===== src/common/tec_pkg.sv =====
package tec_pkg;

   // ==========================================================
   // Widths
   localparam int TEC_AW = 8;
   localparam int TEC_DW = 8;
   localparam int TEC_CW = 16;
   localparam int TEC_PW = 9;

   // ==========================================================
   // Byte offsets
   localparam logic [7:0] OFS_CMP_A_LO = 8'h30;
   localparam logic [7:0] OFS_CMP_A_HI = 8'h31;
   localparam logic [7:0] OFS_CMP_B_LO = 8'h32;
   localparam logic [7:0] OFS_CMP_B_HI = 8'h33;
   localparam logic [7:0] OFS_MODE     = 8'h38;
   localparam logic [7:0] OFS_CTRL     = 8'h39;
   localparam logic [7:0] OFS_RUN      = 8'h3a;
   localparam logic [7:0] OFS_IRQ_STAT = 8'h3b;
   localparam logic [7:0] OFS_IRQ_MASK = 8'h3c;
   localparam logic [7:0] OFS_CNT_LO   = 8'h3d;
   localparam logic [7:0] OFS_CNT_HI   = 8'h3e;

   // ==========================================================
   // Field positions
   localparam int MODE_CLK_LSB  = 0;
   localparam int MODE_CLR_EN   = 5;
   localparam int CTRL_BUF_EN   = 7;
   localparam int RUN_BIT       = 0;
   localparam int IRQ_A_BIT     = 0;
   localparam int IRQ_B_BIT     = 1;

   // ==========================================================
   // Reset values
   localparam logic [7:0]  RST_MODE = 8'h00;
   localparam logic [7:0]  RST_CTRL = 8'h00;
   localparam logic [7:0]  RST_RUN  = 8'h00;
   localparam logic [1:0]  RST_IRQ  = 2'h0;
   localparam logic [15:0] RST_CMP  = 16'h0000;
   localparam logic [15:0] RST_CNT  = 16'h0000;

   // ==========================================================
   // Prescaler tap masks: tick when low bits all ones
   localparam logic [8:0] TAP_DIV8   = 9'h007;
   localparam logic [8:0] TAP_DIV32  = 9'h01f;
   localparam logic [8:0] TAP_DIV128 = 9'h07f;

   typedef enum logic [1:0] {
      TEC_CLK_EXT    = 2'b00,
      TEC_CLK_DIV8   = 2'b01,
      TEC_CLK_DIV32  = 2'b10,
      TEC_CLK_DIV128 = 2'b11
   } tec_clk_sel_t;

   typedef struct packed {
      logic              wr;
      logic              rd;
      logic [TEC_AW-1:0] addr;
      logic [TEC_DW-1:0] wdata;
   } tec_bus_req_t;

   typedef struct packed {
      logic div128;
      logic div32;
      logic div8;
   } tec_ticks_t;

endpackage : tec_pkg


===== src/design/tec_prescaler.sv =====
module tec_prescaler (
   input  wire logic               i_clk_sys,
   input  wire logic               i_rst,
   output tec_pkg::tec_ticks_t     o_ticks
);
   import tec_pkg::*;

   logic [TEC_PW-1:0] cnt;
   logic [TEC_PW-1:0] next_cnt;
   tec_ticks_t        next_ticks;

   // ==========================================================
   // Free running shared prescaler
   always_comb begin
      next_cnt          = cnt + 9'h001;
      next_ticks.div8   = ((cnt & TAP_DIV8) == TAP_DIV8);
      next_ticks.div32  = ((cnt & TAP_DIV32) == TAP_DIV32);
      next_ticks.div128 = ((cnt & TAP_DIV128) == TAP_DIV128);
   end

   always_ff @(posedge i_clk_sys or posedge i_rst) begin
      if (i_rst) begin
         cnt     <= '0;
         o_ticks <= '0;
      end else begin
         cnt     <= next_cnt;
         o_ticks <= next_ticks;
      end
   end

endmodule // tec_prescaler


===== src/design/tec_edge_sync.sv =====
module tec_edge_sync (
   input  wire logic i_clk_sys,
   input  wire logic i_rst,
   input  wire logic i_pin,
   output logic      o_rise
);
   import tec_pkg::*;

   logic meta;
   logic sync;
   logic prev;
   logic next_rise;

   // ==========================================================
   // Only the second stage and later feed the edge detect
   always_comb begin
      next_rise = sync & ~prev;
   end

   always_ff @(posedge i_clk_sys or posedge i_rst) begin
      if (i_rst) begin
         meta   <= 1'b0;
         sync   <= 1'b0;
         prev   <= 1'b0;
         o_rise <= 1'b0;
      end else begin
         meta   <= i_pin;
         sync   <= meta;
         prev   <= sync;
         o_rise <= next_rise;
      end
   end

endmodule // tec_edge_sync


===== src/design/tec_timer.sv =====
// Overview of operation
// RULE1 - Sixteen bit up-counter steps once per tick of the chosen source.
// RULE2 - Source is the count pin or prescaler taps fc/8, fc/32, fc/128.
// RULE3 - Reset sets clock select to 00, choosing the count pin.
// RULE4 - Run bit set counts; run bit clear stops and zeroes the counter.
// RULE5 - With clear enable set, counter returns to zero on compare B match.
// RULE6 - With clear enable clear, counter free-runs and wraps.
// RULE7 - Each compare register raises a match when counter equals it.
// RULE8 - Software writes low byte before high byte of each compare value.
// RULE9 - Compare A and its buffer share byte offsets 30h low, 31h high.
// RULE10 - Buffer enable 0 disables, 1 enables double buffering of compare A.
// RULE11 - Buffered value moves into compare A on a compare B match.
// RULE12 - Reset clears buffer enable.
// RULE13 - Software writes initial value, sets buffer enable, then next value.
// RULE14 - Each comparator raises its own interrupt request on match.
// RULE15 - With the pin selected, counter advances on each rising pin edge.
// RULE16 - Clear enable written 0 suppresses clearing on compare B match.
// RULE17 - Unbuffered compare A writes take effect on the next comparison.
// RULE18 - Count pin is synchronised and edge detected before use.
module tec_timer (
   input  wire logic                        i_clk_sys,
   input  wire logic                        i_rst,
   input  tec_pkg::tec_bus_req_t            i_bus,
   input  wire logic                        i_ext_count,
   output logic [tec_pkg::TEC_DW-1:0]       o_rdata,
   output logic [tec_pkg::TEC_CW-1:0]       o_count,
   output logic                             o_match_a,
   output logic                             o_match_b,
   output logic                             o_irq
);
   import tec_pkg::*;

   // ==========================================================
   // Helpers
   function automatic logic hit(input tec_bus_req_t b, input logic [7:0] ofs);
      hit = (b.addr == ofs);
   endfunction

   // ==========================================================
   // Clock sources
   tec_ticks_t ticks;
   logic       ext_rise;

   tec_prescaler u_presc (
      .i_clk_sys (i_clk_sys),
      .i_rst     (i_rst),
      .o_ticks   (ticks)
   );

   // RULE18 sync and edge
   tec_edge_sync u_ext (
      .i_clk_sys (i_clk_sys),
      .i_rst     (i_rst),
      .i_pin     (i_ext_count),
      .o_rise    (ext_rise)
   );

   // ==========================================================
   // Control registers
   logic [7:0] mode_reg;
   logic [7:0] ctrl_reg;
   logic [7:0] run_reg;
   logic [1:0] irq_mask;
   logic [7:0] next_mode_reg;
   logic [7:0] next_ctrl_reg;
   logic [7:0] next_run_reg;
   logic [1:0] next_irq_mask;

   tec_clk_sel_t clk_sel;
   logic         clr_en;
   logic         buf_en;
   logic         run;

   assign clk_sel = tec_clk_sel_t'(mode_reg[MODE_CLK_LSB +: 2]);
   assign clr_en  = mode_reg[MODE_CLR_EN];
   assign buf_en  = ctrl_reg[CTRL_BUF_EN];
   assign run     = run_reg[RUN_BIT];

   always_comb begin
      next_mode_reg = mode_reg;
      next_ctrl_reg = ctrl_reg;
      next_run_reg  = run_reg;
      next_irq_mask = irq_mask;
      if (i_bus.wr) begin
         if (hit(i_bus, OFS_MODE)) begin
            next_mode_reg = i_bus.wdata;
         end
         if (hit(i_bus, OFS_CTRL)) begin
            next_ctrl_reg = i_bus.wdata;
         end
         if (hit(i_bus, OFS_RUN)) begin
            next_run_reg = i_bus.wdata;
         end
         if (hit(i_bus, OFS_IRQ_MASK)) begin
            next_irq_mask = i_bus.wdata[1:0];
         end
      end
   end

   // RULE3 RULE12 reset values
   always_ff @(posedge i_clk_sys or posedge i_rst) begin
      if (i_rst) begin
         mode_reg <= RST_MODE;
         ctrl_reg <= RST_CTRL;
         run_reg  <= RST_RUN;
         irq_mask <= RST_IRQ;
      end else begin
         mode_reg <= next_mode_reg;
         ctrl_reg <= next_ctrl_reg;
         run_reg  <= next_run_reg;
         irq_mask <= next_irq_mask;
      end
   end

   // ==========================================================
   // Tick selection
   logic tick;

   // RULE2 RULE15 source mux
   always_comb begin
      case (clk_sel)
         TEC_CLK_EXT:    tick = ext_rise;
         TEC_CLK_DIV8:   tick = ticks.div8;
         TEC_CLK_DIV32:  tick = ticks.div32;
         TEC_CLK_DIV128: tick = ticks.div128;
         default:        tick = 1'b0;
      endcase
   end

   // ==========================================================
   // Counter, compare registers and match detect
   logic [15:0] cnt;
   logic [15:0] cmp_a;
   logic [15:0] cmp_b;
   logic [15:0] buf_a;
   logic [7:0]  low_a;
   logic [7:0]  low_b;
   logic [15:0] next_cnt;
   logic [15:0] next_cmp_a;
   logic [15:0] next_cmp_b;
   logic [15:0] next_buf_a;
   logic [7:0]  next_low_a;
   logic [7:0]  next_low_b;
   logic        next_match_a;
   logic        next_match_b;

   always_comb begin
      next_cnt     = cnt;
      next_cmp_a   = cmp_a;
      next_cmp_b   = cmp_b;
      next_buf_a   = buf_a;
      next_low_a   = low_a;
      next_low_b   = low_b;
      // RULE7 RULE14 match detect
      next_match_a = run && tick && (cnt == cmp_a);
      next_match_b = run && tick && (cnt == cmp_b);

      // RULE4 stop clears counter
      if (!run) begin
         next_cnt = RST_CNT;
      end else if (tick) begin
         // RULE5 RULE6 RULE16 clear or wrap
         if (clr_en && (cnt == cmp_b)) begin
            next_cnt = RST_CNT;
         end else begin
            // RULE1 count up
            next_cnt = cnt + 16'h0001;
         end
      end

      // RULE11 reload on compare B match
      if (buf_en && next_match_b) begin
         next_cmp_a = buf_a;
      end

      // RULE8 low byte staged, high byte commits the word
      if (i_bus.wr) begin
         // RULE9 shared offsets
         if (hit(i_bus, OFS_CMP_A_LO)) begin
            next_low_a = i_bus.wdata;
         end
         if (hit(i_bus, OFS_CMP_A_HI)) begin
            next_buf_a = {i_bus.wdata, low_a};
            // RULE10 RULE17 unbuffered write goes straight in
            if (!buf_en) begin
               next_cmp_a = {i_bus.wdata, low_a};
            end
         end
         if (hit(i_bus, OFS_CMP_B_LO)) begin
            next_low_b = i_bus.wdata;
         end
         if (hit(i_bus, OFS_CMP_B_HI)) begin
            next_cmp_b = {i_bus.wdata, low_b};
         end
      end
   end

   always_ff @(posedge i_clk_sys or posedge i_rst) begin
      if (i_rst) begin
         cnt       <= RST_CNT;
         cmp_a     <= RST_CMP;
         cmp_b     <= RST_CMP;
         buf_a     <= RST_CMP;
         low_a     <= '0;
         low_b     <= '0;
         o_match_a <= 1'b0;
         o_match_b <= 1'b0;
      end else begin
         cnt       <= next_cnt;
         cmp_a     <= next_cmp_a;
         cmp_b     <= next_cmp_b;
         buf_a     <= next_buf_a;
         low_a     <= next_low_a;
         low_b     <= next_low_b;
         o_match_a <= next_match_a;
         o_match_b <= next_match_b;
      end
   end

   assign o_count = cnt;

   // ==========================================================
   // Interrupt status, write one to clear, set wins
   logic [1:0] irq_stat;
   logic [1:0] next_irq_stat;
   logic [1:0] set_vec;
   logic       next_irq;

   always_comb begin
      set_vec            = '0;
      set_vec[IRQ_A_BIT] = next_match_a;
      set_vec[IRQ_B_BIT] = next_match_b;
      next_irq_stat      = irq_stat;
      if (i_bus.wr && hit(i_bus, OFS_IRQ_STAT)) begin
         next_irq_stat = irq_stat & ~i_bus.wdata[1:0];
      end
      // RULE14 sticky requests
      next_irq_stat = next_irq_stat | set_vec;
      next_irq      = |(next_irq_stat & irq_mask);
   end

   always_ff @(posedge i_clk_sys or posedge i_rst) begin
      if (i_rst) begin
         irq_stat <= RST_IRQ;
         o_irq    <= 1'b0;
      end else begin
         irq_stat <= next_irq_stat;
         o_irq    <= next_irq;
      end
   end

   // ==========================================================
   // Read port; compare registers are write only and read zero
   logic [7:0] next_rdata;

   always_comb begin
      next_rdata = '0;
      if (i_bus.rd) begin
         case (i_bus.addr)
            OFS_MODE:     next_rdata = mode_reg;
            OFS_CTRL:     next_rdata = ctrl_reg;
            OFS_RUN:      next_rdata = run_reg;
            OFS_IRQ_STAT: next_rdata = {6'h00, irq_stat};
            OFS_IRQ_MASK: next_rdata = {6'h00, irq_mask};
            OFS_CNT_LO:   next_rdata = cnt[7:0];
            OFS_CNT_HI:   next_rdata = cnt[15:8];
            default:      next_rdata = '0;
         endcase
      end
   end

   always_ff @(posedge i_clk_sys or posedge i_rst) begin
      if (i_rst) begin
         o_rdata <= '0;
      end else begin
         o_rdata <= next_rdata;
      end
   end

endmodule // tec_timer


===== config.mk =====
export PLATFORM = sky130hd
export DESIGN_NAME = tec_timer
export DESIGN_NICKNAME = d
export VERILOG_FILES = /design/src/common/tec_pkg.sv /design/src/design/tec_prescaler.sv /design/src/design/tec_edge_sync.sv /design/src/design/tec_timer.sv
export SDC_FILE = /design/constraint.sdc
export NUM_CORES = 1
export LEC_CHECK = 0
export BUFFER_PORTS_ARGS = -buffer_cell sky130_fd_sc_hd__buf_2
export CORE_UTILIZATION = 55
export CTS_BUF_LIST = sky130_fd_sc_hd__clkbuf_4 sky130_fd_sc_hd__clkbuf_8 sky130_fd_sc_hd__clkbuf_16
export DETAILED_ROUTE_END_ITERATION = 10
export GPL_ROUTABILITY_DRIVEN = 0
export PLACE_DENSITY = 0.74
export SLEW_MARGIN = 25
export SYNTH_ARGS = -nofsm -noshare
export SYNTH_HDL_FRONTEND = slang
export SYNTH_SLANG_ARGS = --single-unit
export TNS_END_PERCENT = 1

===== constraint.sdc =====
create_clock -name i_clk_sys -period 6.94 [get_ports i_clk_sys]
set_input_delay 0.694 -clock i_clk_sys [delete_from_list [all_inputs] [get_ports i_clk_sys]]
set_output_delay 0.694 -clock i_clk_sys [all_outputs]
set_load 0.02 [all_outputs]

==> run summary, run 1 <==
Of the total power, the share spent switching nets is 23.2%. The region available for standard cell placement spans 11000 µm². Most common library cell in the layout ignoring fill and taps: dfrtp_1. The number of antenna diodes in the final layout is 0.

The dominant register cell in the synthesized netlist was dfrtp_1. Number of antenna violations at the first check in global routing: 0. TritonCTS built the clock tree. Setup violations remaining at the end of the flow were counted as 0. The number of endpoints with negative hold slack in the final report was 0; the maximum net fanout on the critical path was 28.

In this run, post-CTS hold repair placed 0 buffers. Subtracting the final worst setup slack from the clock period gives 2910 ps. Overall power after layout: 1860 µW. Measured along the x axis, the die boundary spans 109 µm.

The clock reaches the later pin of the worst-skew pair after 420 ps. The path type of the worst min-delay path was in -> async. The setup TNS came out at 0 ps. Yosys attributes the largest share of cell area to dfrtp_1 53%, mux2_2 11%, xor2_1 5.0%.

The post-CTS repair timing setup buffer count was 0; the count of buffers from port buffering was 47. Across the run, the number of max-cap violations was 0. Measured against its own limit, the worst slew margin works out to 31.3%.

For the largest net degree at the start of global routing, the log shows 87. The initial utilization of the core area, before any placement, comes to 57.3%. Detailed placement finished with a half-perimeter wire length of 9.91 mm. Summed over all cells, the static leakage comes to 0.00341 µW.

The longest clock path from root to sink contains 2 buffers. The all-layer global routing usage is 27.6%, and the worst reg-to-reg setup slack is 4030 ps. For the final clock skew, the log shows 8.20 ps. The clock transition at the registers of the reported paths is 60 ps, and the vertical die dimension is 109 µm. The average cell area after synthesis works out to 11.9 µm².

Endpoint of the worst-slack reg-to-reg timing path: cmp_a[0]. Data on the critical path arrives at its endpoint at 3240 ps. For this design the ratio of total power to cell area is 261 nW/µm². The final standard cell area without fillers is 7120 µm². Setup repair after global routing left no endpoint under its margin. The reg-to-reg critical path startpoint is ctrl_reg[7].

The number of routed nets with antenna violations is 0, and the post-cts sizing count is 0. The net count of the finished layout is 583. In the routed design, unresolved DRC markers number 0. The first-pass iteration count of the detailed router was 8; the share of the clock period used by the worst path after layout was 41.9%. The library cells used most frequently in the layout, excluding fill and tap cells, are 133 x dfrtp_1, 61 x mux2_2, 47 x buf_2.

STA classifies the critical path startpoint as a flip-flop. The logs give 23.8 mm for the wire length of the first global-routing pass and 52.6% for the register area share after synthesis. The number of flip-flops and latches in the synthesized netlist was 133; the area of the mapped netlist was 6320 µm². Count of cells along the worst register-to-register path: 4. The cell row count was 38.

Summed over its instances, the top area cell type makes up 52.6% of the synthesized netlist area. The net switching power figure was 430 µW; the number of global-route vias before repair was 4286. Wires add up to 15.2 mm. The worst setup path is captured at a flip-flop. The run gives 330 ps as the final worst hold slack. The flow ran to the end, and the final reports show no timing, DRC or antenna violations.

The first routing iteration left 466 violations. In this run the number of H-tree levels came out at 4. The floorplan step defined a die boundary enclosing 11900 µm².

Of all flip-flops after synthesis, the portion carrying an async set or reset was 100%. Using the TritonRoute via totals, the vias-per-cell ratio works out to 6.40. Based on the critical path, the design can be clocked at up to 344 MHz.

For the pin with the worst max-slew slack, the measured transition is 1030 ps. Across all layers, the routed design uses 4543 vias. The synthesized design spends more area on one cell type than any other, namely dfrtp_1. The critical setup path kind was reg -> reg.

The fraction of layout instances using a drive strength above 1 was 28.2%. The area growth from synthesis to layout was 12.7%; the total count of max-transition violations in the final report was 0. The clock network accounts for 48.8% of the total power. The clock net in this run drives a total of 133 sinks. In this run the cell area measured after placement is 6520 µm². For the number of top-level pins, the log shows 48. Worst IR drop on VDD: 0.000207 V. The cell count after synthesis came out at 532.

STA puts the critical path data required time at 7270 ps. Summed over all layers, the global routing overflow is 0. The tools report the total of warnings raised by yosys as 0. Counting the fill cells in the layout gives 830. The number of flops mapped to enable cells by yosys is 0, and the portion of total power attributed to sequential cells is 44.5%.

The number of buffers added by the clock tree synthesis step was 17; the part of the power in combinational logic was 6.7%. Cell internal power was estimated by the tool at 1430 µW. The final routed wire length divided by cell count was 21.4 µm. The netlist uses 47 different library cells.

The root buffer cell chosen for the clock tree is clkbuf_16. The number of nets handed over by synthesis was 557.
## worst max-delay path: stages (launching register included)
cell	delay, ps
dfrtp_1	800
clkinv_1	750
nand3_1	970
nor2_1	110
a31oi_1	190
## stage by stage
stage                     cells  setup slack (ps)  util [%]
final                       710              4030      64.6
after global routing        710              3890      64.6
after CTS                   710              4140      64.5
after detailed placement    679              4070      59.1
after global placement      679              4200      59.1
after floorplan             532              2690         -
## cell families after synthesis
logic type                 Yosys count  synth area share, %
xor gates and xnor gates            38                 5.26
adders and majority gates            4                0.792
AOI/OAI and AO/OA                   91                 11.1
DFF                                133                 52.6
buffers and inverters               46                 3.90
and+or+nand+nor                    141                 11.9
muxes                               79                 14.4
## how the worst max path moves through the flow
stage	start	to	slack (ps)	depth (start not counted)
global route	ctrl_reg[7]	cmp_a[13]	3890	4
detailed placement	i_bus[8]	cmp_a[8]	4070	6
finish	ctrl_reg[7]	cmp_a[0]	4030	4
CTS	o_count[10]	o_count[4]	4140	5
floorplan	i_rst	buf_a[0]	2690	1
global placement	o_count[9]	o_count[2]	4200	5
## power groups by stage
stage	clock [µW]	combinational, µW	sequential [µW]
2_1_floorplan	0	96.5	829
3_3_place_gp	0	118	837
3_5_place_dp	0	121	838
4_1_cts	914	122	825
5_1_grt	948	135	828
6_report	906	124	826
## cell usage after synthesis (5+ instances only)
library cell,number
nand2_1,32
and2_1,8
o21ai_0,17
dfrtp_1,133
buf_6,5
a221o_1,10
nand4_1,19
nor2b_1,6
a31oi_1,14
buf_2,20
nor4_1,5
a21oi_1,8
clkbuf_1,13
a22o_1,5
xor2_1,36
o31ai_1,12
nand3_1,14
o31ai_2,7
a222oi_1,6
mux2i_1,9
mux2_2,61
mux2_1,6
nor2_1,32
## layer usage
| layer | GRT usage [%] | part of all wire, % | up-vias |
|---|---|---|---|
| li1 | - | - | 2007 |
| met1 | 38.1 | 43 | 2301 |
| met2 | 41.5 | 47 | 208 |
| met3 | 6.52 | 7.4 | 27 |
| met4 | 12.2 | 2.6 | 0 |
| met5 | 0 | 0 | - |
## cell type report
class / count / area [µm²] / area share [%]
clock inverter: 10 / 130 / 1.83
tap: 140 / 175 / 2.46
multi-input combinational: 353 / 2750 / 38.7
inverter: 5 / 21.3 / 0.299
clock buffer: 21 / 468 / 6.57
sequential: 133 / 3330 / 46.7
timing repair buffer: 48 / 246 / 3.46
Note: power is estimated with default switching activity, not from simulation.
==> run 2: changes to the inputs <==
==> constraint.sdc (replaced) <==
create_clock -name i_clk_sys -period 3 [get_ports i_clk_sys]
set_input_delay 0.3 -clock i_clk_sys [delete_from_list [all_inputs] [get_ports i_clk_sys]]
set_output_delay 0.3 -clock i_clk_sys [all_outputs]
set_load 0.02 [all_outputs]
==> run 2 against run 1 <==
  * Cell count rose by 2.8%
  * Clock skew down 2.0 ps
  * Via count is 1.3% higher
  * Maximum frequency is 19% higher
  * Non-clock buffer count up 19
  * Global-route usage grew 0.79 points
  * Clock power increased by 130%
  * Sequential cell count unchanged
  * Sequential share of layout area fell by 1.1 points
  * Wire length up 2.4%
  * Utilization rose by 1.5 points
  * Largest cell class unchanged
  * Highest routed layer unchanged
==> run summary, run 2 (synthesized netlist as in run 1, its figures left out) <==
The cell total after placement was 697 (+2.7%). The run gives 0 (unchanged) as the post-CTS repair timing setup buffer count. The total area of sequential cells was 3330 µm² (unchanged). Buffer cell driving the clock tree root: clkbuf_16. For the cell row count, the log shows 38 (unchanged).

The detail-routed via count per cell is 6.31 (-1.5%), and the worst setup slack before clock tree synthesis is 634 ps (-3440 ps). The logs give 11900 µm² (unchanged) for the floorplan die area and 0 (unchanged) for the diode insertion count for antenna repair. The final worst hold slack came out at 59.3 ps (-271 ps). The number of routed nets with antenna violations was 0 (unchanged). The count of maximum capacitance violations was 0 (unchanged); the met1 wire length was 6.44 mm (-1.3%). The count of buffers from port buffering came out at 47 (unchanged). The clock sink count came out at 133 (unchanged). The vertical die dimension was 109 µm (unchanged); the fraction of layout instances using a drive strength above 1 was 30.0% (+1.8 points).

The tools report the total of endpoints with negative setup slack in the final report as 0 (unchanged). The number of design rule violations left after detail routing is 0 (unchanged). The logs give 10.7 mm (+7.6%) for the HPWL reported at the end of detailed placement and 0 ps (unchanged) for the setup TNS. For the total area of multi-input combinational cells, the log shows 2750 µm² (-0.23%). The flow ran to the end, and the final reports show no timing, DRC or antenna violations.

The most critical setup path has its startpoint at o_count[5]. The number of antenna violations at the first check in global routing was 0 (unchanged). The all-layer global routing usage is 28.4% (+0.79 points). The final clock skew is 6.18 ps (-2.01 ps), and the wire length of the first global-routing pass is 24.6 mm (+3.3%). The run gives 0 (unchanged) as the number of endpoints with negative hold slack in the final report.

The path type of the worst min-delay path is in -> async. The logs give 2770 ps (-470 ps) for the arrival time of the worst setup path and 1.25 mm (+11%) for the routed length on met3. The transition at the pin with the smallest max-transition slack is 1040 ps (+12.9 ps). The tools report the number of global-route vias before repair as 4681 (+9.2%).

The critical path data required time is 3330 ps (-3940 ps). The maximum count of clock buffers along a single path was 2 (unchanged). The tools report the detailed-route wire length as 15.5 mm (+2.4%). The endpoint identified for the worst register-to-register timing path is cmp_a[15]. For the layout net count, the log shows 602 (+3.3%). The run gives 563 ps (-3470 ps) as the least setup slack across all paths after layout. The maximum net fanout on the critical path was 16 (-43%); the fill cell instance count of the final layout was 810 (-2.4%). For the leakage power of the design, the log shows 0.00351 µW (+2.8%).

In this run the critical register-to-register path is launched from o_count[5]. The final critical path time including I/O delays and setup is 2440 ps (-472 ps), and the number of vias after detailed routing is 4603 (+1.3%). Compared with the post-synthesis result, the final layout area differs by 15.3%.

For the level count of the clock H-tree, the log shows 4 (unchanged). The total congestion overflow after global routing was 0 (unchanged). Clock transition at the registers of the reported paths: 60 ps (about the same). The critical setup path kind is reg -> reg. The power per cell area was 589 nW/µm² (+130%); the starting DRC count in detailed routing was 491 (+5.4%). Worst slew slack as a fraction of its limit: 30.7% (-0.65 points). The highest layer touched by signal routing is met4.

Setup repair after global routing left no endpoint under its margin. The achievable frequency is 410 MHz (+19%), and the worst reg-to-reg setup slack is 560 ps (-3470 ps). For the number of buffers added by the clock tree synthesis step, the log shows 17 (unchanged). The number of standard cells in the layout, taps in and fillers out came out at 730 (+2.8%). Category of the worst setup path capture point: a flip-flop. The final routed wire length divided by cell count was 21.3 µm (-0.36%). For the clock latency at the later pin of the worst-skew pair, the log shows 420 ps (about the same). The placeable core area is 11000 µm² (unchanged). The quantity of hold-fixing buffers added after cts was 1 (+1). The post-cts sizing count was 0 (unchanged).

The number of top-level pins was 48 (unchanged). STA classifies the critical path startpoint as a flip-flop. Total count of max-transition violations in the final report: 0 (unchanged). The share of the clock period used by the worst path after layout was 81.2% (+39 points).

The initial core utilization was 57.3% (unchanged); the horizontal extent of the die was 109 µm (unchanged). For the largest net degree at the start of global routing, the log shows 56 (-36%). The count of cells along the worst register-to-register path was 6 (+2). The worst IR drop on VDD came out at 0.000563 V (+170%). For the first-pass iteration count of the detailed router, the log shows 6 (-2). In the layout the commonest cells are 133 x dfrtp_1, 61 x mux2_2, 47 x buf_2. TritonCTS built the clock tree.

The routed wire length on met2 was 7.31 mm (+2.8%). The most common library cell in the layout ignoring fill and taps was dfrtp_1.
## run 2: changes by cell type in the layout (fill, tap and decap cells not counted), moves of 2 or more
cell	previous run	this run
buf_4	0	17
clkinv_2	5	2
buf_12	0	2
clkinv_4	0	2
inv_6	0	2
## run 2: cell type report
cell class | instances | share of cell area [%]
Multi-Input combinational cell | 353 | 37.7
Clock buffer | 22 | 6.61
Timing Repair Buffer | 67 | 5.67
Sequential cell | 133 | 45.7
Inverter | 5 | 0.309
Clock inverter | 10 | 1.65
Tap cell | 140 | 2.40
## run 2: where the power goes
group | internal, µW | switching [µW] | total [µW]
combinational | 104 | 202 | 306
sequential | 1860 | 52.0 | 1910
clock | 1310 | 766 | 2080
## run 2: worst max-delay path by stage
stage	end	slack, ps	cells past startpoint
after floorplan	cmp_a[10]	1000	7
after global placement	cmp_a[9]	760	6
after detailed placement	cmp_a[15]	630	6
after CTS	cmp_a[15]	600	6
after global routing	cmp_a[8]	480	6
final	cmp_a[15]	560	6
## run 2: critical path, cell delays in order (launching register included)
cell	delay, ps
dfrtp_1	510
xor2_1	210
nor4_2	320
and4_1	610
buf_4	340
nand4_1	130
a31oi_1	220
## run 2: stage by stage
stage	power, µW	cell area (µm²)	utilization (%)
after detailed placement	2240	6680	60.5
final	4290	7290	66.1
after floorplan	2140	6330	-
after CTS	4320	7290	66.1
after global routing	4430	7290	66.1
after global placement	2220	6680	60.5
## run 2: layer usage
metal,track usage [%],vias to the layer above
li1,-,2043
met1,35.8,2305
met2,44.5,215
met3,8.13,40
met4,14.6,0
met5,0,-
==> run 3: changes to the inputs <==
--- a/config.mk
+++ b/config.mk
@@ -6,11 +6,11 @@
 export NUM_CORES = 1
 export LEC_CHECK = 0
 export BUFFER_PORTS_ARGS = -buffer_cell sky130_fd_sc_hd__buf_2
-export CORE_UTILIZATION = 55
+export CORE_UTILIZATION = 54
 export CTS_BUF_LIST = sky130_fd_sc_hd__clkbuf_4 sky130_fd_sc_hd__clkbuf_8 sky130_fd_sc_hd__clkbuf_16
 export DETAILED_ROUTE_END_ITERATION = 10
 export GPL_ROUTABILITY_DRIVEN = 0
-export PLACE_DENSITY = 0.74
+export PLACE_DENSITY = 0.76
 export SLEW_MARGIN = 25
 export SYNTH_ARGS = -nofsm -noshare
 export SYNTH_HDL_FRONTEND = slang
==> constraint.sdc (replaced) <==
create_clock -name i_clk_sys -period 2.19 [get_ports i_clk_sys]
set_input_delay 0.219 -clock i_clk_sys [delete_from_list [all_inputs] [get_ports i_clk_sys]]
set_output_delay 0.219 -clock i_clk_sys [all_outputs]
set_load 0.02 [all_outputs]
==> run 3 against run 2 <==
  * Critical path depth did not move
  * Sequential share of layout area fell by 0.78 points
  * Wire length rose by 3.0%
  * First-iteration DRC count fell by 14%
  * Total power rose by 38%
  * Non-clock buffer count rose by 17
  * Clock skew rose by 2.2 ps
  * Clock power rose by 39%
  * Worst setup slack got worse by 490 ps
  * Die area rose by 1.8%
==> run summary, run 3 (synthesized netlist as in run 1, its figures left out) <==
The tools report the cell row count as 39 (+2.6%). The least setup slack across all paths after layout is 74.4 ps (-489 ps), and the wire length of the first global-routing pass is 25.3 mm (+2.6%). For the final clock skew, the log shows 8.40 ps (+2.21 ps). Share of the clock period used by the worst path after layout: 96.6% (+15 points). The met1 wire length was 6.31 mm (-2.0%); the clock transition at the registers of the reported paths was 60 ps (about the same).

The diode insertion count for antenna repair was 0 (unchanged). The logs give 4820 (+3.0%) for the number of global-route vias before repair and 3330 µm² (unchanged) for the total area of sequential cells. The tools report the post-CTS repair timing setup buffer count as 0 (unchanged).

For the arrival time of the worst setup path, the log shows 2410 ps (-360 ps). The category of the worst setup path capture point is a flip-flop. The logs give 2750 µm² (about the same) for the total area of multi-input combinational cells and 2 (unchanged) for the maximum count of clock buffers along a single path. For the total count of max-transition violations in the final report, the log shows 0 (unchanged).

The logs give 4744 (+3.1%) for the number of vias after detailed routing and 840 (+3.7%) for the fill cell instance count of the final layout. The final critical path time including I/O delays and setup was 2120 ps (-321 ps); the number of top-level pins was 48 (unchanged). The run gives 0 ps (unchanged) as the setup TNS.

The run gives 420 (-14%) as the starting DRC count in detailed routing. The transition at the pin with the smallest max-transition slack is 546 ps (-494 ps), and the layout net count is 619 (+2.8%). The all-layer global routing usage was 28.5% (+0.14 points). The detail-routed via count per cell works out to 6.33 (+0.31%). The tools report the clock latency at the later pin of the worst-skew pair as 420 ps (about the same). The number of buffer and inverter instances along the worst setup path is 1 (unchanged). The largest individual stage delay along the critical path comes from the cell and4_2. Number of design rule violations left after detail routing: 0 (unchanged).

The worst stage delay on the critical path was 430 ps (-180 ps). The tools report the launching element type of the critical path as a flip-flop. The power per cell area was 801 nW/µm² (+36%); the routed wire length on met2 was 7.73 mm (+5.8%). The logs give 1.17 mm (-6.5%) for the routed length on met3 and 0.00358 µW (+1.9%) for the leakage power of the design. The buffer cell driving the clock tree root is clkbuf_16.

The total congestion overflow after global routing was 0 (unchanged); the worst setup slack before clock tree synthesis was 78.8 ps (-555 ps). Setup repair after global routing left no endpoint under its margin. The run gives 133 (unchanged) as the clock sink count.

Worst IR drop on VDD: 0.000558 V (-0.92%). The count of maximum capacitance violations was 0 (unchanged); the vertical die dimension was 110 µm (+0.91%). The library cells used most frequently in the layout, excluding fill and tap cells, are 133 x dfrtp_1, 61 x mux2_2, 47 x buf_2. Most common library cell in the layout ignoring fill and taps: dfrtp_1. The maximum net fanout on the critical path is 8 (-8), and the final routed wire length divided by cell count is 21.3 µm (+0.29%).

Floorplan die area: 12100 µm² (+1.8%). The critical setup path kind was reg -> reg. The tightest min-delay check is of the in -> reg type. The run gives 17 (unchanged) as the number of buffers added by the clock tree synthesis step.

The total of endpoints with negative setup slack in the final report was 0 (unchanged); the placeable core area was 11400 µm² (+3.5%). Horizontal extent of the die: 110 µm (+0.91%). The logs give 473 MHz (+15%) for the achievable frequency and 55.4% (-1.9 points) for the initial core utilization. TritonCTS built the clock tree.

Critical path data required time: 2480 ps (-850 ps). The number of endpoints with negative hold slack in the final report was 0 (unchanged). For the first-pass iteration count of the detailed router, the log shows 6 (unchanged).

The top layer used by detailed routing is met4. The tools report the number of routed nets with antenna violations as 0 (unchanged). The final standard cell area without fillers is 7410 µm² (+1.7%), and the worst reg-to-reg setup slack is 70 ps (-490 ps). The level count of the clock H-tree is 4 (unchanged). The worst slew slack as a fraction of its limit is 63.6% (+33 points). The flow ran to the end, and the final reports show no timing, DRC or antenna violations. The largest net degree at the start of global routing is 100 (+79%), and the HPWL reported at the end of detailed placement is 10.7 mm (about the same). The signal on the critical path passes through xor2_1 > nor4_2 > and4_2 > buf_4 > a21oi_1 > a221o_1.

Post-placement cell area: 6790 µm² (+1.7%). The count of buffers from port buffering was 47 (unchanged); the area growth from synthesis to layout was 17.3%. The kind of cell with the highest combined delay along the critical path is simple AND/OR/NAND/NOR gates. The fraction of layout instances using a drive strength above 1 came out at 32.0% (+2.0 points).

The detailed-route wire length was 16.0 mm (+3.0%). The number of antenna violations at the first check in global routing is 0 (unchanged).
-- run 3: final cells by class --
class	count	area share [%]
Tap cell	143	2.41
Inverter	5	0.304
Clock inverter	15	2.43
Sequential cell	133	44.9
Multi-Input combinational cell	353	37.1
Clock buffer	17	5.74
Timing Repair Buffer	84	7.15
-- run 3: repair_timing --
item	4_1_cts	5_1_grt
setup endpoints to repair	2	0
endpoints found under the hold margin	109	0
hold buffers	2	0
resized for setup	1	0
-- run 3: per-layer routing --
metal  track usage, %  vias up
met5                0        -
met4             16.3        0
met3             7.17       61
met2             45.7      234
met1             35.3     2367
li1                 -     2082
-- run 3: report_power, final --
group          internal (µW)  switching, µW  leakage [µW]  total, µW
clock                   1790           1090      0.000278       2890
combinational            153            294       0.00156        447
sequential              2540           62.5       0.00174       2600
-- run 3: worst paths after layout --
path                               endpoint       start  cells after the start
min in group asynchronous          low_b[3]       i_rst                      4
worst max register to register  o_count[10]    cmp_b[1]                      6
max in group asynchronous          low_a[0]       i_rst                      4
worst min-delay path            mode_reg[0]    i_bus[0]                      2
worst min register to register   u_ext.prev  u_ext.sync                      0
worst max-delay path            o_count[10]    cmp_b[1]                      6
-- run 3: stage by stage --
step | hold slack [ps] | total power, µW | util [%] | instances
3_5_place_dp | 342 | 3080 | 59.4 | 716
6_report | 104 | 5940 | 64.9 | 750
3_3_place_gp | 328 | 3060 | 59.4 | 716
2_1_floorplan | 250 | 2930 | - | 532
5_1_grt | 117 | 6110 | 64.9 | 750
4_1_cts | 107 | 5950 | 64.9 | 750
